### src/core/dcpbs_defs.svh
// constants for the sample clock source and oscillator band selection
// assumes byte-wide serial register port and a 100 MHz control clock
`ifndef DCPBS_DEFS_SVH
`define DCPBS_DEFS_SVH
`define DCPBS_ADDR_W          7
`define DCPBS_REG_CLKIN       7'h08
`define DCPBS_REG_PLLCTL      7'h0A
`define DCPBS_REG_BIAS        7'h0C
`define DCPBS_REG_XCTL        7'h0D
`define DCPBS_REG_STATUS      7'h0E
`define DCPBS_PLLCTL_EN       7
`define DCPBS_PLLCTL_MAN      6
`define DCPBS_XCTL_XEN        4
`define DCPBS_CLKIN_DCC       0
`define DCPBS_CLKIN_LVL       1
`define DCPBS_STAT_LOCK       7
`define DCPBS_STAT_BUSY       6
`define DCPBS_RST_PLLCTL      8'h00
`define DCPBS_RST_BIAS        8'hC9
`define DCPBS_RST_XCTL        8'h10
`define DCPBS_RST_CLKIN       8'h00
`define DCPBS_BAND_LAST       6'h3E
`define DCPBS_BAND_MID        6'h1F
`define DCPBS_BAND_FIRST      6'h00
`define DCPBS_BAND_MSB        5
`define DCPBS_BW_MSB          7
`define DCPBS_BW_LSB          5
`define DCPBS_BCTL_MSB        4
`define DCPBS_ERR_MAX         4'hF
`define DCPBS_VC_HIGH         4'hF
`define DCPBS_VC_LOW          4'h1
`define DCPBS_VC_BEST         4'h9
`define DCPBS_VC_CENTER       4'h8
`define DCPBS_SETTLE_NS       1000
`define DCPBS_CLK_NS          10
`define DCPBS_SETTLE_CYC      ((`DCPBS_SETTLE_NS + `DCPBS_CLK_NS - 1) / `DCPBS_CLK_NS)
`define DCPBS_CNT_W           8
`endif

### src/core/dcpbs_pkg.sv
// types for the sample clock source and band selection block
// assumes dcpbs_defs.svh sits beside it
`include "dcpbs_defs.svh"
package dcpbs_pkg;
  typedef enum logic [1:0] {ST_IDLE, ST_SETTLE, ST_JUDGE, ST_DONE} dcpbs_st_t;
  typedef struct packed {
    logic [`DCPBS_ADDR_W-1:0] addr;
    logic                     wr;
    logic                     rd;
    logic [7:0]               wdata;
  } dcpbs_bus_t;
  typedef struct packed {
    logic       locked;
    logic [3:0] vctl;
  } dcpbs_ana_t;
  typedef struct packed {
    logic       pll_en;
    logic       use_ref;
    logic [5:0] band;
    logic [2:0] loop_bw;
    logic [4:0] bias_ctl;
    logic       cross_en;
    logic       dcc_en;
    logic       lvl_en;
  } dcpbs_ctl_t;
endpackage

### src/core/dcpbs_search.sv
// automatic oscillator band search engine
// assumes the analog lock and control-voltage code settle within a
// fixed time after each band change
`timescale 1ns/1ps
`include "dcpbs_defs.svh"
module dcpbs_search (
  input  wire logic                 clk_in,
  input  wire logic                 rst_n_in,
  input  wire logic                 start_in,
  input  wire logic                 abort_in,
  input  wire dcpbs_pkg::dcpbs_ana_t ana_in,
  output logic                      busy_out,
  output logic [5:0]                band_out
);
  import dcpbs_pkg::*;
  typedef struct packed {
    dcpbs_st_t              st;
    logic [5:0]             band;
    logic [5:0]             best;
    logic [3:0]             best_err;
    logic                   found;
    logic [`DCPBS_CNT_W-1:0] cnt;
  } dcpbs_srch_t;
  dcpbs_srch_t r, next_r;
  logic [3:0] err;
  // distance of the code from the centre; smallest wins
  always_comb begin
    err = (ana_in.vctl >= `DCPBS_VC_CENTER) ?
          ana_in.vctl - `DCPBS_VC_CENTER : `DCPBS_VC_CENTER - ana_in.vctl;
    next_r = r;
    case (r.st)
      ST_IDLE: begin
        if (start_in) begin
          next_r.st    = ST_SETTLE;
          next_r.band  = `DCPBS_BAND_FIRST;
          next_r.found = 1'b0;
          next_r.best  = `DCPBS_BAND_MID;
          next_r.best_err = `DCPBS_ERR_MAX;
          next_r.cnt   = '0;
        end
      end
      ST_SETTLE: begin
        // wait for loop to settle after every band step
        if (r.cnt == `DCPBS_CNT_W'(`DCPBS_SETTLE_CYC - 1)) begin
          next_r.st = ST_JUDGE;
        end else begin
          next_r.cnt = r.cnt + 1'b1;
        end
      end
      ST_JUDGE: begin
        // keep locked band nearest centre: widest margin over temp
        if (ana_in.locked && (!r.found || err < r.best_err)) begin
          next_r.best     = r.band;
          next_r.best_err = err;
          next_r.found    = 1'b1;
        end
        if (r.band == `DCPBS_BAND_LAST) begin
          next_r.st = ST_DONE;
        end else begin
          next_r.band = r.band + 1'b1;
          next_r.cnt  = '0;
          next_r.st   = ST_SETTLE;
        end
      end
      ST_DONE: begin
        next_r.band = r.best;
        next_r.st   = ST_IDLE;
      end
      default: next_r.st = ST_IDLE;
    endcase
    if (abort_in) begin
      next_r.st = ST_IDLE;
    end
  end
  // state register, synchronous reset
  always_ff @(posedge clk_in) begin
    if (!rst_n_in) begin
      r <= '{st: ST_IDLE, band: `DCPBS_BAND_MID, best: `DCPBS_BAND_MID,
             best_err: `DCPBS_ERR_MAX, found: 1'b0, cnt: '0};
    end else begin
      r <= next_r;
    end
  end
  assign busy_out = (r.st != ST_IDLE);
  assign band_out = r.band;
endmodule // dcpbs_search

### src/core/dcpbs_top.sv
// sample clock source select, multiplier control and oscillator band
// selection, configured over the byte-wide serial register port.
// assumes port strobes are synchronous one-cycle pulses on CLK_IN.
// Function
// - with the PLL enable bit clear the multiplier is powered down and the sample clock comes from the direct clock pins.
// - with the PLL enable bit set the sample clock comes from the reference input through the multiplier.
// - oscillator frequency is reference times divider factor times sample clock multiplier.
// - in multiplied mode the sample clock is reference times sample clock multiplier.
// - the oscillator span has 63 overlapping bands, best band found per device.
// - that write starts a routine choosing a band that stays locked over temperature.
// - with the manual bit set the six-bit band field drives the oscillator band directly.
// - a 4-bit control voltage code is reported, 1111 go higher, 0001 go lower, near 1001 optimal; the band search aims for 1000.
// - duty-cycle and input level correction are enabled by bits of the clock input register.
`timescale 1ns/1ps
`include "dcpbs_defs.svh"
module dcpbs_top (
  input  wire logic                  CLK_IN,
  input  wire logic                  RST_N_IN,
  input  wire dcpbs_pkg::dcpbs_bus_t REG_BUS_IN,
  input  wire dcpbs_pkg::dcpbs_ana_t PLL_STATUS_IN,
  output logic [7:0]                 REG_RDATA_OUT,
  output logic                       REG_RVALID_OUT,
  output dcpbs_pkg::dcpbs_ctl_t      CLK_CTRL_OUT
);
  import dcpbs_pkg::*;
  typedef struct packed {
    logic [7:0] pllctl;
    logic [7:0] bias;
    logic [7:0] xctl;
    logic [7:0] clkin;
    logic [7:0] rdata;
    logic       rvalid;
    logic [5:0] band;
    dcpbs_ctl_t ctl;
  } dcpbs_top_st_t;
  dcpbs_top_st_t r, next_r;
  logic       auto_start;
  logic       srch_busy;
  logic [5:0] srch_band;
  logic       wr_pllctl;

  assign wr_pllctl = REG_BUS_IN.wr &&
                     (REG_BUS_IN.addr == `DCPBS_REG_PLLCTL);
  // enable set, manual clear: automatic band search write
  assign auto_start = wr_pllctl && REG_BUS_IN.wdata[`DCPBS_PLLCTL_EN] &&
                      !REG_BUS_IN.wdata[`DCPBS_PLLCTL_MAN];

  // band search runs on its own engine
  dcpbs_search u_search (
    .clk_in   (CLK_IN),
    .rst_n_in (RST_N_IN),
    .start_in (auto_start),
    .abort_in (wr_pllctl && !auto_start),
    .ana_in   (PLL_STATUS_IN),
    .busy_out (srch_busy),
    .band_out (srch_band)
  );

  // register writes, read mux and derived clock controls
  always_comb begin
    next_r = r;
    next_r.rvalid = 1'b0;
    if (REG_BUS_IN.wr) begin
      case (REG_BUS_IN.addr)
        `DCPBS_REG_PLLCTL: next_r.pllctl = REG_BUS_IN.wdata;
        `DCPBS_REG_BIAS:   next_r.bias   = REG_BUS_IN.wdata;
        `DCPBS_REG_XCTL:   next_r.xctl   = REG_BUS_IN.wdata;
        `DCPBS_REG_CLKIN:  next_r.clkin  = REG_BUS_IN.wdata;
        default: ;
      endcase
    end
    if (REG_BUS_IN.rd) begin
      next_r.rvalid = 1'b1;
      case (REG_BUS_IN.addr)
        `DCPBS_REG_PLLCTL: next_r.rdata = r.pllctl;
        `DCPBS_REG_BIAS:   next_r.rdata = r.bias;
        `DCPBS_REG_XCTL:   next_r.rdata = r.xctl;
        `DCPBS_REG_CLKIN:  next_r.rdata = r.clkin;
        // lock, search busy, band-meaning control voltage code
        `DCPBS_REG_STATUS: next_r.rdata = {PLL_STATUS_IN.locked,
                                           srch_busy, 2'b00,
                                           PLL_STATUS_IN.vctl};
        default:           next_r.rdata = 8'h00; // unmapped reads zero
      endcase
    end
    // manual bit: band field drives tuning directly
    if (r.pllctl[`DCPBS_PLLCTL_MAN]) begin
      next_r.band = r.pllctl[`DCPBS_BAND_MSB:0];
    end else begin
      next_r.band = srch_band; // result of the 63-band search
    end
    // enable clear powers multiplier down, direct pins
    next_r.ctl.pll_en   = r.pllctl[`DCPBS_PLLCTL_EN];
    next_r.ctl.use_ref  = r.pllctl[`DCPBS_PLLCTL_EN];
    next_r.ctl.band     = r.band;
    next_r.ctl.loop_bw  = r.bias[`DCPBS_BW_MSB:`DCPBS_BW_LSB];
    next_r.ctl.bias_ctl = r.bias[`DCPBS_BCTL_MSB:0];
    next_r.ctl.cross_en = r.xctl[`DCPBS_XCTL_XEN];
    next_r.ctl.dcc_en   = r.clkin[`DCPBS_CLKIN_DCC];
    next_r.ctl.lvl_en   = r.clkin[`DCPBS_CLKIN_LVL];
  end

  // single state register; frequency ratios live in analog
  always_ff @(posedge CLK_IN) begin
    if (!RST_N_IN) begin
      r.pllctl <= `DCPBS_RST_PLLCTL;
      r.bias   <= `DCPBS_RST_BIAS;
      r.xctl   <= `DCPBS_RST_XCTL;
      r.clkin  <= `DCPBS_RST_CLKIN;
      r.rdata  <= 8'h00;
      r.rvalid <= 1'b0;
      r.band   <= `DCPBS_BAND_MID;
      r.ctl    <= '0;
    end else begin
      r <= next_r;
    end
  end

  assign REG_RDATA_OUT  = r.rdata;
  assign REG_RVALID_OUT = r.rvalid;
  assign CLK_CTRL_OUT   = r.ctl;
endmodule // dcpbs_top

### config.mk
export PLATFORM = sky130hd
export DESIGN_NAME = dcpbs_top
export DESIGN_NICKNAME = d
export VERILOG_FILES = /design/src/core/dcpbs_pkg.sv /design/src/core/dcpbs_search.sv /design/src/core/dcpbs_top.sv
export VERILOG_INCLUDE_DIRS = /design/src /design/src/core
export SDC_FILE = /design/constraint.sdc
export NUM_CORES = 1
export LEC_CHECK = 0
export BUFFER_PORTS_ARGS = -buffer_cell sky130_fd_sc_hd__buf_2
export CORE_MARGIN = 5
export CORE_UTILIZATION = 60
export DETAILED_ROUTE_END_ITERATION = 12
export PLACE_DENSITY = 0.82
export SLEW_MARGIN = 5
export SYNTH_ARGS = -nofsm -noshare
export SYNTH_HDL_FRONTEND = slang
export SYNTH_SLANG_ARGS = --single-unit
### constraint.sdc
create_clock -name CLK_IN -period 6.83 [get_ports CLK_IN]
set_input_delay 0.3415 -clock CLK_IN [delete_from_list [all_inputs] [get_ports CLK_IN]]
set_output_delay 0.3415 -clock CLK_IN [all_outputs]
set_load 0.01 [all_outputs]
==> run_results.csv, run 1 <==
group,metric,value,unit
synth,synth_top_area_cell,"dfxtp_1",
sta,whs,0.258,ns
clocking,clk_latency,0.36,ns
pwr,powerDensity,230,nW/um2
pwr,power.total,0.000991,W
critical_path,r2r-end,"u_search.r[7]",
grt,grt_first_pass_wirelength,13.9,mm
critical_path,critPathSlowestCell,"dfxtp_1",
drt,wl_per_cell,15.9,um
drt,ant_nets,0,
clocking,hold_buffers,0,
sta,fin_worst_skew,0.00668,ns
critical_path,regToRegSetupSlack,4.30,ns
cells_and_area,final_cell_mix,"92 x dfxtp_1, 51 x buf_2, 49 x nand2_1",
cells_and_area,layout.nets,494,
min_path,min_to,"r[62]",
critical_path,slowest_delay,0.89,ns
grt,antenna_found_initial,0,
critical_path,cp.arrival,2.82,ns
grt,grt_max_degree,43,
pwr,switchingPower,0.000223,W
place,placed_area,4100,um2
sta,setup-tns-final,0,ns
sta,fmax,396,MHz
outcome,status,"completed",
cells_and_area,final_cell_area,4320,um2
pwr,pwr-share-clk,39.9,%
pwr,p_sw_share,22.5,%
synth,synth_top_area_share,45.6,%
pwr,combPwrFrac,5.3,%
critical_path,path_cells,"and4b_1 > a22o_1 > a221o_1 > or4_1 > a21oi_1",
place,port_buffers,51,
drt,viasPerCell,5.90,
synth,synth_warnings,0,
critical_path,crit_path_max_fanout,28,
floorplan,die-area,8470,um2
clocking,cts_tree,"done",
synth,syn-cell-area,4040,um2
min_path,hp-class,"input pin to flip-flop",
pwr,pwr-share-seq,54.9,%
critical_path,crit_type,"flip-flop to flip-flop",
grt,grt_pass1_vias,2910,
synth,synthCells,450,
job,maxCapViolCount,0,
sta,finalSetupViolCount,0,
clocking,cts_max_path_buffers,2,
synth,dominantRegCellSynth,"dfxtp_1",
sta,min_period_over_period,37.0,%
clocking,cts_setup_buffers,0,
synth,synthDistinctLibCells,50,
synth,synthesis.nets,481,
place,hpwl,5.98,mm
critical_path,cp_data_required_time,7.12,ns
cells_and_area,syn_to_final_growth,6.91,%
drt,drtPass1Iterations,4,
clocking,ctsResizeCount,0,
clocking,htree_levels,3,
drt,drt_iter0_drc,313,
synth,avgSynthCellArea,8.97,um2
critical_path,cp-end-kind,"flip-flop",
clocking,clock-sinks,92,
synth,synth-seq-cells,92,
cells_and_area,drive_above_1_share,15.6,%
floorplan,num_rows,29,
sta,slew_viol_final,0,
critical_path,crit_path_start_kind,"flip-flop",
drt,vias,3213,
sta,final_hold_viol_count,0,
min_path,hold_start,"REG_BUS_IN[4]",
clocking,clk_transition_reported_paths,0.09,ns
drt,finalWirelength,8.65,mm
floorplan,dieHeight,92.0,um
floorplan,core,6460,um2
synth,synth-edff-count,0,
synth,synth.top_cells.by_area,"dfxtp_1 46%, mux2i_1 8.2%, buf_4 5.0%",
cells_and_area,layout_commonest_cell,"dfxtp_1",
cells_and_area,fin_util,66.8,%
sta,rsz0062_at_grt,"no",
grt,grt_util_all_layers,20.4,%
clocking,cts_root_buffer,"clkbuf_8",
synth,async_flop_share,0,%
critical_path,r2r-start,"u_search.r[25]",
floorplan,die_w,92.0,um
place,gp_congestion,0.833,
pwr,peakVddDrop,0.119,mV
min_path,whs_path_depth,3,
sta,slew-limit-headroom,41.9,%
floorplan,io_pins,52,
pwr,leakage,1.87,nW
drt,drcViolationCount,0,
grt,overflow,0,
clocking,cts_made_buffers,9,
critical_path,reg2reg_depth,5,
cells_and_area,antennaDiodeCount,0,
sta,layout_min_cycle_time,2.53,ns
floorplan,initial_core_util,62.5,%
sta,worst_slew_pin_slew,0.870,ns
pwr,p_int,0.000768,W
synth,yosysSeqAreaShare,45.6,%
-- per-stage QoR --
| stage | instances | worst slack (ns) |
|---|---|---|
| final | 545 | 4.30 |
| after floorplan | 450 | 4.38 |
| after CTS | 545 | 4.34 |
| after global placement | 529 | 4.13 |
| after global routing | 545 | 4.17 |
| after detailed placement | 529 | 3.99 |
-- worst max-delay path, delay by kind of cell (launching register included) --
| family | cells | cell delay (ns) |
|---|---|---|
| compound gates | 3 | 0.75 |
| flops | 1 | 0.89 |
| simple gates | 2 | 0.81 |
-- registers in the layout (all words and copies together) (netlist names) --
| signal | flops |
|---|---|
| u_search.r | 21 |
| r | 20 |
| CLK_CTRL_OUT | 18 |
| next_r | 18 |
| REG_RDATA_OUT | 8 |
| u_search.band_out | 6 |
| REG_RVALID_OUT | 1 |
-- per-layer routing --
metal	part of all wire, %	up-vias	track usage (%)
li1	-	1575	-
met1	45	1514	29.1
met2	46	110	31.1
met3	7.0	14	4.58
met4	1.2	0	6.06
met5	0	-	0
-- how the worst max path moves through the flow --
stage,startpoint,end,cells past startpoint
2_1_floorplan,PLL_STATUS_IN[0],u_search.r[10],11
3_3_place_gp,PLL_STATUS_IN[0],u_search.r[12],11
3_5_place_dp,PLL_STATUS_IN[0],u_search.r[15],11
4_1_cts,u_search.r[25],u_search.r[7],5
5_1_grt,u_search.r[25],u_search.r[7],5
6_report,u_search.r[25],u_search.r[7],5
-- cell type report --
cell class              count  area, um2
well taps                  77       96.3
inverters                  15       56.3
clock inverters             6       88.8
repair buffers             53        270
fillers                   531       2140
multi-input cells         292       1830
flip-flops and latches     92       1840
clock buffers              10        128
-- cell families (layout without fill, tap and decap cells) --
family	after synthesis	in the layout	synth area share [%]
and+or+nand+nor	150	150	18.6
AOI/OAI and AO/OA	97	97	15.4
DFF	92	92	45.6
buffers and inverters	66	84	8.93
muxes	34	34	8.46
adders and majority gates	7	7	2.17
xor gates and xnor gates	4	4	0.868
-- synth_stat cells (4+ instances only) --
cell      instances
and2_1           23
nor2_1           30
o22ai_1           7
o221ai_1          5
o21ai_0          12
nand3_1          17
o22a_1            9
inv_1            14
nand4_1           4
or3_1             7
nand2_1          49
a21oi_1          38
buf_4            27
dfxtp_1          92
a211oi_1          5
mux2i_1          33
o211ai_1          6
ha_1              7
clkbuf_1         18
-- power by group through the flow --
| stage | Sequential [W] | Combinational [W] | Clock [W] |
|---|---|---|---|
| floorplan | 0.000556 | 0.0000360 | 0 |
| global placement | 0.000556 | 0.0000504 | 0 |
| detailed placement | 0.000556 | 0.0000518 | 0 |
| CTS | 0.000544 | 0.0000521 | 0.000397 |
| global route | 0.000544 | 0.0000568 | 0.000425 |
| finish | 0.000544 | 0.0000522 | 0.000395 |
Power figures use the tool's default switching activity.
==> run 2, diff against run 1 <==
--- a/config.mk
+++ b/config.mk
@@ -8,9 +8,9 @@
 export LEC_CHECK = 0
 export BUFFER_PORTS_ARGS = -buffer_cell sky130_fd_sc_hd__buf_2
 export CORE_MARGIN = 5
-export CORE_UTILIZATION = 60
+export CORE_UTILIZATION = 57
 export DETAILED_ROUTE_END_ITERATION = 12
-export PLACE_DENSITY = 0.82
+export PLACE_DENSITY = 0.79
 export SLEW_MARGIN = 5
 export SYNTH_ARGS = -nofsm -noshare
 export SYNTH_HDL_FRONTEND = slang
==> constraint.sdc (replaced) <==
create_clock -name CLK_IN -period 2.38 [get_ports CLK_IN]
set_input_delay 0.119 -clock CLK_IN [delete_from_list [all_inputs] [get_ports CLK_IN]]
set_output_delay 0.119 -clock CLK_IN [all_outputs]
set_load 0.01 [all_outputs]
==> run 2 against run 1 <==
  * Final cell count is 6.4% higher
  * Worst hold slack got worse by 0.22 ns
  * Wire length rose by 5.9%
  * Power grew to 2.9 times the previous value
==> run_results.csv, run 2 (synthesis gave the netlist of run 1 again) <==
group,metric,value,unit
clocking,htree_levels,3,
outcome,status,"completed",
place,port_buffers,51,
grt,antenna_found_initial,0,
floorplan,die-area,8860,um2
critical_path,path_depth,7,
clocking,clock-sinks,92,
sta,layout_min_cycle_time,2.17,ns
sta,setup-tns-final,0,ns
drt,drcViolationCount,0,
cells_and_area,syn_to_final_growth,10.9,%
critical_path,crit_type,"flip-flop to flip-flop",
sta,rsz0062_at_grt,"no",
drt,finalWirelength,9.16,mm
drt,drtPass1Iterations,5,
floorplan,die_w,94.2,um
grt,overflow,0,
sta,whs,0.0351,ns
critical_path,cp_data_required_time,2.67,ns
critical_path,slowest_delay,0.49,ns
clocking,ctsResizeCount,0,
min_path,whs_path_depth,3,
pwr,powerDensity,650,nW/um2
cells_and_area,drive_above_1_share,19.0,%
sta,worst_slew_pin_slew,0.663,ns
grt,grt_util_all_layers,21.7,%
clocking,cts_root_buffer,"clkbuf_8",
clocking,hold_buffers,0,
sta,fmax,460,MHz
floorplan,io_pins,52,
critical_path,reg2reg_depth,7,
cells_and_area,layout.nets,510,
critical_path,r2r-end,"u_search.r[7]",
job,maxCapViolCount,0,
place,hpwl,6.42,mm
drt,ant_nets,0,
sta,slew_viol_final,0,
cells_and_area,layout_commonest_cell,"dfxtp_1",
grt,grt_pass1_vias,3153,
critical_path,crit_path_start_kind,"flip-flop",
critical_path,critPathTopFamily,"compound AO/OA/AOI/OAI gates",
drt,vias,3338,
drt,drt_iter0_drc,253,
critical_path,cp.arrival,2.47,ns
sta,finalSetupViolCount,0,
floorplan,core,6830,um2
drt,viasPerCell,5.76,
min_path,hold_start,"REG_BUS_IN[3]",
pwr,leakage,1.96,nW
cells_and_area,final_cell_mix,"91 x dfxtp_1, 51 x buf_2, 49 x nand2_1",
grt,grt_max_degree,42,
clocking,cts_tree,"done",
critical_path,crit_buf_inv,1,
sta,slew-limit-headroom,55.4,%
drt,wl_per_cell,15.8,um
sta,min_period_over_period,91.3,%
sta,final_hold_viol_count,0,
cells_and_area,antennaDiodeCount,0,
clocking,cts_max_path_buffers,2,
clocking,clk_transition_reported_paths,0.09,ns
floorplan,dieHeight,94.2,um
clocking,clk_latency,0.36,ns
critical_path,crit_path_max_fanout,14,
floorplan,num_rows,30,
place,gp_congestion,0.830,
cells_and_area,top_regs,"u_search.r: 21 flops, r: 20 flops",
min_path,hp-class,"input pin to flip-flop",
critical_path,r2r-start,"u_search.band_out[0]",
pwr,peakVddDrop,0.449,mV
sta,fin_worst_skew,0.00905,ns
cells_and_area,regMostFlops,"u_search.r",
clocking,cts_setup_buffers,0,
critical_path,critPathSlowestCell,"or4_1",
min_path,min_to,"next_r[6]",
clocking,cts_made_buffers,9,
cells_and_area,largest_register_ffs,21,
grt,grt_first_pass_wirelength,15.0,mm
critical_path,cp-end-kind,"flip-flop",
floorplan,initial_core_util,59.1,%
critical_path,regToRegSetupSlack,0.21,ns
critical_path,path_cells,"inv_1 > ha_1 > and3_1 > a22o_1 > a221o_2 > or4_1 > a21oi_1",
-- run 2: power by group --
| part | internal, W | total [W] | switching [W] |
|---|---|---|---|
| Clock | 0.000629 | 0.00119 | 0.000559 |
| Combinational | 0.0000661 | 0.000163 | 0.0000970 |
| Sequential | 0.00155 | 0.00156 | 0.00000527 |
-- run 2: how the worst max path moves through the flow --
stage,slack (ns),start,endpoint
finish,0.21,u_search.band_out[0],u_search.r[7]
floorplan,0.15,PLL_STATUS_IN[0],u_search.r[10]
detailed placement,-0.13,PLL_STATUS_IN[0],u_search.r[17]
global route,0.07,PLL_STATUS_IN[0],u_search.r[10]
CTS,0.12,u_search.band_out[0],u_search.r[7]
global placement,0.03,PLL_STATUS_IN[0],u_search.r[17]
-- run 2: metal layers --
metal,up-vias,GRT usage [%],part of all wire (%)
met4,0,11.0,2.9
met3,19,4.17,6.3
li1,1601,-,-
met5,-,0,0
met1,1590,29.2,44
met2,128,32.9,47
-- run 2: area by class of cell --
cell class                 count  area, um2
clock inverter                 6       95.1
tap                           96        120
fill                         578       2350
sequential                    92       1840
inverter                      15       56.3
timing repair buffer          69        390
multi-input combinational    292       1840
clock buffer                  10        138
-- run 2: tightest hold or removal path: stages --
cell,delay (ns)
buf_2,0.12
mux2i_1,0.07
nand2_1,0.06
-- run 2: per-stage QoR --
step	instance area [um2]	util [%]	total power, W	instances	worst slack [ns]
after floorplan	4040	-	0.00170	450	0.153
after global placement	4240	62.1	0.00175	564	0.0303
after detailed placement	4240	62.1	0.00176	564	-0.129
after CTS	4480	65.5	0.00292	580	0.121
after global routing	4480	65.5	0.00303	580	0.0734
final	4480	65.5	0.00291	580	0.207
